===== src/sadc_regs.svh =====
// Constants for the SAR converter control block and its host.
// Assumes a 125 MHz system clock on both ends.
// Contract
// - Start falling edge: hold input, start conversion
// - Conversion ends after 2.3 us, latch result
// - Start high at end: stay powered
// - Start low at end: latch, then power down
// - Rising start edge wakes part, 1.5 us
// - Early fall waits out power-up, then converts
// - Rising start edge enables serial output port
// - Early read shifts out previous result
// - Read in progress defers result latch
// - Read after 2.3 us gets new result
// - Serial port works while powered down
// - Auto mode: read ends before next rise
// - Rising start edge clears bit counter
// - After ten bits, ignore further serial clocks
// - Bits launched on rising serial clock edges
// - Output released on tenth falling clock edge
// - No shifting before a rising start edge
// - Continuous or burst serial clock both work
// - Host: idle-low clock, sample on falling
// - Eight-bit hosts use two back-to-back transfers
// - Power-on state is powered down, start low
// - Straight binary result, 1024 codes
`ifndef SADC_REGS_SVH
`define SADC_REGS_SVH
`define SADC_CLK_NS 8
`define SADC_T_PWRUP_NS 1500
`define SADC_T_CONV_NS 2300
`define SADC_PWRUP_CYC ((`SADC_T_PWRUP_NS + `SADC_CLK_NS - 1) / `SADC_CLK_NS)
`define SADC_CONV_CYC ((`SADC_T_CONV_NS + `SADC_CLK_NS - 1) / `SADC_CLK_NS)
`define SADC_RES_BITS 10
`define SADC_CODES 1024
`define SADC_SCLK_HALF 16
`define SADC_HOST_MARGIN 16
`endif


===== src/sadc_pkg.sv =====
// Types for the SAR converter control block and its host.
// Assumes sadc_regs.svh carries the numeric constants.
package sadc_pkg;
	typedef enum logic [3:0] {
		DEV_PDOWN = 4'h1,
		DEV_PWRUP = 4'h2,
		DEV_IDLE = 4'h4,
		DEV_CONV = 4'h8
	} sadc_dev_state_t;
	typedef enum logic [3:0] {
		HST_IDLE = 4'h1,
		HST_WAKE = 4'h2,
		HST_CONV = 4'h4,
		HST_READ = 4'h8
	} sadc_host_state_t;
endpackage : sadc_pkg


===== src/sadc_if.sv =====
// Three-wire link between converter and host.
// Assumes the bench joins both ends through this carrier.
`timescale 1ns/1ps
interface sadc_if;
	logic convStartN;
	logic sclk;
	logic doutO;
	logic doutOe;
	logic doutLine;
	// Undriven data line reads as low
	assign doutLine = doutOe & doutO;
	modport dev (
		input convStartN,
		input sclk,
		output doutO,
		output doutOe
	);
	modport host (
		output convStartN,
		output sclk,
		input doutLine
	);
endinterface : sadc_if


===== src/sadc_sync.sv =====
// Three-flop input synchroniser with agreement filter.
// Assumes the input is asynchronous to clk_sys.
`timescale 1ns/1ps
module sadc_sync #(
	parameter logic RST_VAL = 1'b0
) (
	input wire logic clk_sys,
	input wire logic rstn,
	input wire logic clkEn,
	input wire logic asyncIn,
	output logic syncOut
);
	logic ff1_reg;
	logic ff2_reg;
	logic ff3_reg;
	logic out_reg;
	always_ff @(posedge clk_sys) begin
		if (!rstn) begin
			ff1_reg <= RST_VAL;
			ff2_reg <= RST_VAL;
			ff3_reg <= RST_VAL;
		end else if (clkEn) begin
			ff1_reg <= asyncIn;
			ff2_reg <= ff1_reg;
			ff3_reg <= ff2_reg;
		end
	end
	// Level changes once second and third agree
	always_ff @(posedge clk_sys) begin
		if (!rstn) begin
			out_reg <= RST_VAL;
		end else if (clkEn && ff2_reg == ff3_reg) begin
			out_reg <= ff3_reg;
		end
	end
	assign syncOut = out_reg;
endmodule : sadc_sync


===== src/sadc_device.sv =====
// Converter end: conversion sequencing, power modes, serial readout.
// Assumes start and serial clock come from the host asynchronously.
`timescale 1ns/1ps
`include "sadc_regs.svh"
module sadc_device import sadc_pkg::*; #(
	parameter int PWRUP_CYC = `SADC_PWRUP_CYC,
	parameter int CONV_CYC = `SADC_CONV_CYC,
	parameter int RES_BITS = `SADC_RES_BITS
) (
	input wire logic clk_sys,
	input wire logic rstn,
	input wire logic clkEn,
	sadc_if.dev link,
	input wire logic [RES_BITS-1:0] analogCode,
	output logic powered,
	output logic converting,
	output logic convDone
);
	localparam int TW = 12;
	localparam int CW = $clog2(RES_BITS + 1);
	logic csLvl;
	logic sclkLvl;
	logic csPrev_reg;
	logic sclkPrev_reg;
	logic csRise;
	logic csFall;
	logic sclkRise;
	logic sclkFall;
	sadc_dev_state_t state_reg;
	sadc_dev_state_t state_next;
	logic [TW-1:0] timer_reg;
	logic startPend_reg;
	logic pwrDone;
	logic convEnd;
	logic [RES_BITS-1:0] hold_reg;
	logic [RES_BITS-1:0] outData_reg;
	logic [RES_BITS-1:0] newData_reg;
	logic latchPend_reg;
	logic [RES_BITS-1:0] shift_reg;
	logic [CW-1:0] bitCnt_reg;
	logic armed_reg;
	logic reading_reg;
	logic readEnd;
	logic firstBit;
	logic doutO_reg;
	logic doutOe_reg;
	logic powered_reg;
	logic converting_reg;
	logic convDone_reg;

	sadc_sync #(
		.RST_VAL(1'b0)
	) u_csSync (
		.clk_sys(clk_sys),
		.rstn(rstn),
		.clkEn(clkEn),
		.asyncIn(link.convStartN),
		.syncOut(csLvl)
	);
	sadc_sync #(
		.RST_VAL(1'b0)
	) u_sclkSync (
		.clk_sys(clk_sys),
		.rstn(rstn),
		.clkEn(clkEn),
		.asyncIn(link.sclk),
		.syncOut(sclkLvl)
	);

	// Edge detection on filtered levels
	always_ff @(posedge clk_sys) begin
		if (!rstn) begin
			csPrev_reg <= 1'b0;
			sclkPrev_reg <= 1'b0;
		end else if (clkEn) begin
			csPrev_reg <= csLvl;
			sclkPrev_reg <= sclkLvl;
		end
	end
	assign csRise = csLvl & ~csPrev_reg;
	assign csFall = ~csLvl & csPrev_reg;
	assign sclkRise = sclkLvl & ~sclkPrev_reg;
	assign sclkFall = ~sclkLvl & sclkPrev_reg;

	assign pwrDone = (state_reg == DEV_PWRUP) && (timer_reg == TW'(PWRUP_CYC - 1));
	assign convEnd = (state_reg == DEV_CONV) && (timer_reg == TW'(CONV_CYC - 1));

	// Power and conversion sequencing
	always_comb begin
		state_next = state_reg;
		case (state_reg)
			DEV_PDOWN: begin
				if (csRise) begin
					state_next = DEV_PWRUP;
				end
			end
			DEV_PWRUP: begin
				if (pwrDone) begin
					state_next = (startPend_reg || csFall) ? DEV_CONV : DEV_IDLE;
				end
			end
			DEV_IDLE: begin
				if (csFall) begin
					state_next = DEV_CONV;
				end
			end
			DEV_CONV: begin
				if (convEnd) begin
					state_next = csLvl ? DEV_IDLE : DEV_PDOWN;
				end
			end
			default: begin
				state_next = DEV_PDOWN;
			end
		endcase
	end

	always_ff @(posedge clk_sys) begin
		if (!rstn) begin
			state_reg <= DEV_PDOWN;
		end else if (clkEn) begin
			state_reg <= state_next;
		end
	end

	always_ff @(posedge clk_sys) begin
		if (!rstn) begin
			timer_reg <= '0;
		end else if (clkEn) begin
			timer_reg <= (state_next != state_reg) ? '0 : timer_reg + TW'(1);
		end
	end

	// Falling start edge during wake-up is remembered
	always_ff @(posedge clk_sys) begin
		if (!rstn) begin
			startPend_reg <= 1'b0;
		end else if (clkEn) begin
			if (state_reg != DEV_PWRUP) begin
				startPend_reg <= 1'b0;
			end else if (csFall) begin
				startPend_reg <= 1'b1;
			end
		end
	end

	// Track and hold
	always_ff @(posedge clk_sys) begin
		if (!rstn) begin
			hold_reg <= '0;
		end else if (clkEn && state_next == DEV_CONV && state_reg != DEV_CONV) begin
			hold_reg <= analogCode;
		end
	end

	assign firstBit = sclkRise && armed_reg && bitCnt_reg == '0 && !csRise;
	assign readEnd = sclkFall && armed_reg && bitCnt_reg == CW'(RES_BITS);

	// Result latch, deferred behind an active read
	always_ff @(posedge clk_sys) begin
		if (!rstn) begin
			outData_reg <= '0;
			newData_reg <= '0;
			latchPend_reg <= 1'b0;
		end else if (clkEn) begin
			if (convEnd && (reading_reg || firstBit) && !readEnd) begin
				newData_reg <= hold_reg;
				latchPend_reg <= 1'b1;
			end else if (convEnd) begin
				outData_reg <= hold_reg;
				latchPend_reg <= 1'b0;
			end else if ((readEnd || csRise) && latchPend_reg) begin
				outData_reg <= newData_reg;
				latchPend_reg <= 1'b0;
			end
		end
	end

	// Serial readout, independent of power state
	always_ff @(posedge clk_sys) begin
		if (!rstn) begin
			armed_reg <= 1'b0;
			bitCnt_reg <= '0;
			reading_reg <= 1'b0;
			shift_reg <= '0;
			doutO_reg <= 1'b0;
			doutOe_reg <= 1'b0;
		end else if (clkEn) begin
			if (csRise) begin
				armed_reg <= 1'b1;
				bitCnt_reg <= '0;
				reading_reg <= 1'b0;
				doutOe_reg <= 1'b0;
			end else if (sclkRise && armed_reg && bitCnt_reg < CW'(RES_BITS)) begin
				reading_reg <= 1'b1;
				doutOe_reg <= 1'b1;
				bitCnt_reg <= bitCnt_reg + CW'(1);
				if (bitCnt_reg == '0) begin
					doutO_reg <= outData_reg[RES_BITS-1];
					shift_reg <= {outData_reg[RES_BITS-2:0], 1'b0};
				end else begin
					doutO_reg <= shift_reg[RES_BITS-1];
					shift_reg <= {shift_reg[RES_BITS-2:0], 1'b0};
				end
			end else if (readEnd) begin
				armed_reg <= 1'b0;
				reading_reg <= 1'b0;
				doutOe_reg <= 1'b0;
				doutO_reg <= 1'b0;
			end
		end
	end

	always_ff @(posedge clk_sys) begin
		if (!rstn) begin
			powered_reg <= 1'b0;
			converting_reg <= 1'b0;
			convDone_reg <= 1'b0;
		end else if (clkEn) begin
			powered_reg <= state_next != DEV_PDOWN;
			converting_reg <= state_next == DEV_CONV;
			convDone_reg <= convEnd;
		end
	end

	assign link.doutO = doutO_reg;
	assign link.doutOe = doutOe_reg;
	assign powered = powered_reg;
	assign converting = converting_reg;
	assign convDone = convDone_reg;
endmodule : sadc_device


===== src/flat_wrapper.sv =====
// flat-port wrapper written by rule: the top's interface ports become plain ports
module sadc_device_flat import sadc_pkg::*;
#(
	parameter int PWRUP_CYC = `SADC_PWRUP_CYC,
	parameter int CONV_CYC = `SADC_CONV_CYC,
	parameter int RES_BITS = `SADC_RES_BITS
)
  (clk_sys, rstn, clkEn, analogCode, powered, converting, convDone, link_convStartN, link_sclk, link_doutO, link_doutOe);
  sadc_if link_i ();
  input wire logic clk_sys;
  input wire logic rstn;
  input wire logic clkEn;
  input wire logic [RES_BITS-1:0] analogCode;
  output logic powered;
  output logic converting;
  output logic convDone;
  input wire logic [$bits(link_i.convStartN)-1:0] link_convStartN;
  input wire logic [$bits(link_i.sclk)-1:0] link_sclk;
  output wire logic [$bits(link_i.doutO)-1:0] link_doutO;
  output wire logic [$bits(link_i.doutOe)-1:0] link_doutOe;
  assign link_i.convStartN = link_convStartN;
  assign link_i.sclk = link_sclk;
  assign link_doutO = link_i.doutO;
  assign link_doutOe = link_i.doutOe;
  sadc_device #(.PWRUP_CYC(PWRUP_CYC), .CONV_CYC(CONV_CYC), .RES_BITS(RES_BITS)) u_core (.clk_sys(clk_sys), .rstn(rstn), .clkEn(clkEn), .link(link_i), .analogCode(analogCode), .powered(powered), .converting(converting), .convDone(convDone));
endmodule

===== config.mk =====
export PLATFORM = sky130hd
export DESIGN_NAME = sadc_device_flat
export DESIGN_NICKNAME = d
export VERILOG_FILES = /design/src/sadc_pkg.sv /design/src/sadc_if.sv /design/src/sadc_sync.sv /design/src/sadc_device.sv /design/src/flat_wrapper.sv
export VERILOG_INCLUDE_DIRS = /design/src /design/src/src
export SDC_FILE = /design/constraint.sdc
export NUM_CORES = 1
export LEC_CHECK = 0
export BUFFER_PORTS_ARGS = -buffer_cell sky130_fd_sc_hd__buf_2
export CAP_MARGIN = 20
export CORE_UTILIZATION = 55
export DETAILED_ROUTE_END_ITERATION = 8
export PLACE_DENSITY_LB_ADDON = 0.05
export SLEW_MARGIN = 20
export SYNTH_ARGS = -nofsm -noshare
export SYNTH_HDL_FRONTEND = slang
export SYNTH_SLANG_ARGS = --single-unit

===== constraint.sdc =====
create_clock -name clk_sys -period 6 [get_ports clk_sys]
set_clock_uncertainty 0.15 [all_clocks]
set_input_delay 0.9 -clock clk_sys [delete_from_list [all_inputs] [get_ports clk_sys]]
set_output_delay 0.9 -clock clk_sys [all_outputs]
set_load 0.01 [all_outputs]

Word level (Yosys, flattened, before mapping) --
Index checks and enable logic that the tools add are counted.
Storage, ports and cells: ROM bits 0, memories 0, logic and storage cells 115, input port bits 15, memory bits (writable) 0, register bits after elaboration 78, bits in latches 0
Operators by class: bitwise operators 10, shifts and indexed selects 0, $add $sub $neg 2, $lt $le $gt $ge 1, div/mod/pow operators 0, muxes and demuxes 25, reductions and logical operators 37, equality and inequality tests 15, multiply operators 0
Operators by type and width (number):
- $mux W10 | 3
- $mux W4 | 7
- $pmux W4 S4 | 1
- $logic_and A1 B1 Y1 | 15
- $add A12 B1 Y12 const B | 1
- $eq A12 B8 Y1 const B | 1
- $eq A12 B9 Y1 const B | 1
- $eq A4 B4 Y1 const B | 3
- $mux W1 | 12
- $mux W12 | 1
- $reduce_and A3 Y1 | 4
- $reduce_and A2 Y1 | 5
- $reduce_bool A2 Y1 | 5
- $not A1 Y1 | 6
- $reduce_bool A3 Y1 | 2
- $add A4 B1 Y4 const B | 1
- $and A1 B1 Y1 | 4
- $eq A4 B1 Y1 const B | 1
- $eq A4 B2 Y1 const B | 1
- $eq A4 B3 Y1 const B | 1
- $logic_not A4 Y1 | 1
- $lt A4 B4 Y1 const B | 1
- $ne A4 B1 Y1 const B | 1
- $ne A4 B2 Y1 const B | 1
- 7 further kinds | 11

Depth between registers and ports, before layout --
word-level depth 10, gate-level depth with buffers 9

Modules after synthesis --
A second synthesis with hierarchy kept.
Second synthesis, totals: cell total of the unflattened synthesis 393, area total of the unflattened synthesis 3510.9 um^2
Modules (own cells, without submodules):
- sadc_device | seq. area each 1381.3 um^2, times used 1, cells each 365, area an instance 3193.1 um^2
- sadc_sync | seq. area each 80.1 um^2, times used 2, cells each 14, area an instance 158.9 um^2

Worst setup path before layout --
OpenSTA, ideal clock, no wires.
kind input to register, start input clkEn, end register u_core.timer_reg[9], arrival time 2.232 ns, cell stages on the path 8, setup slack 3.493 ns, setup time 0.125 ns, path through clkbuf_1 > inv_1 > clkbuf_1 > nor4_1 > and2_1 > nand4_1 > xor2_1 > nor2_1
RTL lines:
- start, declared | RTL line flat_wrapper.sv:12 | input wire logic clkEn;
- end signal, assigned | RTL line sadc_device.sv:130 | timer_reg <= (state_next != state_reg) ? '0 : timer_reg + TW'(1);
- end, declared | RTL line sadc_device.sv:31 | logic [TW-1:0] timer_reg;

Final worst setup path --
start register u_core.state_reg[0], end register u_core.hold_reg[0]
Between the ends: longest elaborated chain between the ends 7, elaborated cells between the ends (all ways) 15
Ends and longest elaborated chain:
- start, declared | RTL line sadc_device.sv:29 | sadc_dev_state_t state_reg;
- start signal, assigned | RTL line sadc_device.sv:122 | state_reg <= state_next;
- $eq A4 B4 Y1 / $eq A4 B2 Y1 (equally long branches) | RTL line sadc_device.sv:86, sadc_device.sv:91, sadc_device.sv:85
- $logic_and A1 B1 Y1 (on tied branches) | RTL line sadc_device.sv:86, sadc_device.sv:85
- $mux W4 (on tied branches) | RTL line sadc_device.sv:108, sadc_device.sv:98
- $pmux W4 S4 | RTL line sadc_device.sv:91 | case (state_reg)
- $eq A4 B4 Y1 | RTL line sadc_device.sv:151 | end else if (clkEn && state_next == DEV_CONV && state_reg != DEV_CONV) begin
- $logic_and A1 B1 Y1 | RTL line sadc_device.sv:151
- $logic_and A1 B1 Y1 * | RTL line sadc_device.sv:151
- end signal, assigned | RTL line sadc_device.sv:152 | hold_reg <= analogCode;
- end, declared | RTL line sadc_device.sv:35 | logic [RES_BITS-1:0] hold_reg;
Mark *: on every way between the ends. The rest lies on a longest branch, timed or not. A chain may end at the register's enable or synchronous reset.

==> key figures <==
Outcome
  – Outcome: finished clean

Logic synthesis
  – Post-synthesis register bit count: 77
  – Ys Warns: 0
  – Post-synth EDFFs: 0
  – Register area share after synthesis: 0.422
  – Synth Area per Inst: 8.95 um^2
  – Post-synth ARST share: 0
  – Yosys top cell by area: dfxtp_1
  – Post-Syn Nets: 427
  – Synth Instances: 408
  – Synth Flop Type: dfxtp_1
  – Synth Cell Area: 3650 um^2
  – Synth top area share: 0.422
  – Synth cell types: 54
  – Synth area leaders: dfxtp_1 (42%), mux2i_1 (10%), nand2_1 (6.7%), o211a_1 (5.2%), nor2b_1 (5.0%)

Critical path
  – R2r setup slk: 2.99 ns
  – CP max stage delay: 0.65 ns
  – CP max FO: 14
  – Crit-path slowest cell: nand4_1
  – Critical Path AT: 3.09 ns
  – CP Buf/Inv Count: 1
  – CP delay by family, top: simple AND/OR/NAND/NOR gates
  – Critical-path cell list: nor4b_4 > nand4_1 > o221a_2 > nor4b_2 > buf_4 > mux2i_1
  – Type of origin of the critical path: flop
  – Setup Crit Path Kind: flop to flop
  – CP Capture Type: flop
  – CP Data Required Time: 6.08 ns

Drt
  – Violation count after the first detailed-route iteration: 157
  – WL met2: 3100 um
  – Drt drc: 0
  – Top Metal Used: met4
  – Routed length per instance: 14.3 um
  – First-pass DRT Iterations: 4
  – Met3 WL post-DR: 216 um
  – Final WL: 7120 um
  – Via-to-Cell Ratio: 5.62
  – Met1 WL: 3680 um
  – Routed Antenna Nets: 0
  – Routed vias: 2,797

Min path
  – Worst Hold Class: flop to flop

Clock tree
  – Longest Clk Path Bufs: 2
  – Clk Tree Root Cell: clkbuf_8
  – CTS tree: built
  – Hold_buf cts: 0
  – TritonCTS Buffers: 9
  – Clock sink count: 77
  – Clock slew at reported path FFs: 0.08 ns
  – Post-cts sizing count: 0
  – Clk Latency, worst-skew pair: 0.35 ns
  – H-tree Lvls: 3
  – Post-CTS setup buffer count: 0

Timing
  – Max Fclk: 332 MHz
  – Setup violators final: 0
  – Slew @ Worst Pin: 0.990 ns
  – Final max-slew violation count: 0
  – Final hold violation count: 0
  – Worst hold slack: 0.317 ns
  – Slew headroom: 0.337
  – RSZ-0062 raised after global routing: no
  – Final period util: 0.502
  – Period minus WS final: 3.01 ns
  – Post-route setup TNS: 0 ns

Floorplanning
  – Die Wd: 83.5 um
  – Starting Density: 0.572
  – Number of top-level pins: 20
  – Die area: 6970 um^2
  – FP Rows: 29
  – Total core area: 6390 um^2
  – Die Y: 83.5 um

Cells and area
  – Max reg flops: 12
  – Post-route cell area: 3980 um^2
  – Commonest cells after routing, fill and taps aside: dfxtp_1 (77), nand2_1 (65), mux2i_1 (38)
  – Commonest non-fill, non-tap cell in the layout: dfxtp_1
  – Core Util, Final: 0.623
  – Layout cell share with drive strength beyond 1: 0.124
  – Nets: 435
  – Area Growth Syn to Fin: 9.01%
  – Number of diodes: 0

Power and ir drop
  – Leak: 1.76 nW
  – PD cells: 241 nW/um^2
  – Maximum VDD drop: 184 uV

Global route
  – Gr usage total: 0.219
  – Vias in the first global route: 2,549
  – Overflow after GRT: 0
  – Antenna violations before repair: 0
  – First-pass GRT wire length: 12,200 um
  – Largest net degree at the start of global routing: 47

Placement
  – Gpl congestion: 0.825
  – IO Port Bufs: 19
  – Placed inst area: 3780 um^2
  – Post-DP HPWL: 4590 um

Job
  – Total of max-cap violations: 0
==> cell usage after synthesis, types with 2 or more instances <==
cell type	count
nor3b_1	4
inv_1	11
o211a_1	19
nand4_1	8
o21ai_1	3
a31oi_1	4
nand3b_1	4
o21ai_0	8
o21a_1	4
and3_1	3
xnor2_1	2
ha_1	4
nand2_1	65
buf_2	3
dfxtp_1	77
nor4_1	3
nand4b_1	2
buf_4	2
nor3_1	3
nand3_1	18
a21o_1	2
buf_1	3
xor2_1	4
a21oi_1	7
nor2b_1	29
and4bb_1	2
clkbuf_1	17
nor2_1	28
a21boi_0	6
nand2b_1	2
mux2i_1	38
==> layer usage <==
layer | vias up | global-route usage
met1 | 1304 | 0.313
met5 | - | 0
met3 | 13 | 0.0485
met2 | 36 | 0.325
met4 | 0 | 0.0786
li1 | 1444 | -
==> cell families after synthesis <==
family                   share of synthesized area
buffers and inverters                       0.0432
XOR/XNOR                                    0.0144
multiplexers                                 0.104
flip-flops                                   0.422
AND/OR/NAND/NOR                              0.259
adder cells (fa/ha/maj)                     0.0137
AO/OA/AOI/OAI                                0.143
==> area by class of cell <==
class                   count  area, um^2
clock buffers              11         141
clock inverters             5        60.1
fillers                   558        2400
inverters                  11        41.3
multi-input cells         294        1980
flip-flops and latches     77        1540
well taps                  77        96.3
repair buffers             23         125
==> path summary, 6_finish.rpt <==
kind                               startpoint                               end  cells past startpoint
max reg2reg  u_core.state_reg[0]$_SDFFE_PN1P_   u_core.hold_reg[0]$_SDFFE_PN0P_                      6
min reg2reg  u_core.shift_reg[1]$_SDFFE_PN0P_  u_core.shift_reg[1]$_SDFFE_PN0P_                      2
min          u_core.shift_reg[1]$_SDFFE_PN0P_  u_core.shift_reg[1]$_SDFFE_PN0P_                      2
max          u_core.state_reg[0]$_SDFFE_PN1P_   u_core.hold_reg[0]$_SDFFE_PN0P_                      6
==> worst register-to-register path, delay by kind of cell, from the launching register on <==
family / cells / cell delay [ns]
buf+inv: 1 / 0.22
simple gates: 3 / 1.37
compound gates: 1 / 0.57
flops: 1 / 0.44
mux: 1 / 0.13
==> stage by stage <==
step / setup WS [ns] / power (mW) / std cells
2_1_floorplan: 3.49 / 0.566 / 408
3_3_place_gp: 2.88 / 0.576 / 482
3_5_place_dp: 2.85 / 0.576 / 482
4_1_cts: 2.99 / 0.972 / 498
5_1_grt: 2.81 / 1.00 / 498
6_report: 2.99 / 0.960 / 498
==> report_power, final <==
| group | total (mW) | switching (mW) | internal (mW) |
|---|---|---|---|
| Clock | 0.396 | 0.191 | 0.204 |
| Sequential | 0.522 | 0.00568 | 0.516 |
| Combinational | 0.0430 | 0.0247 | 0.0183 |
| Total | 0.960 | 0.222 | 0.739 |
(Power assumes the default switching activity.)
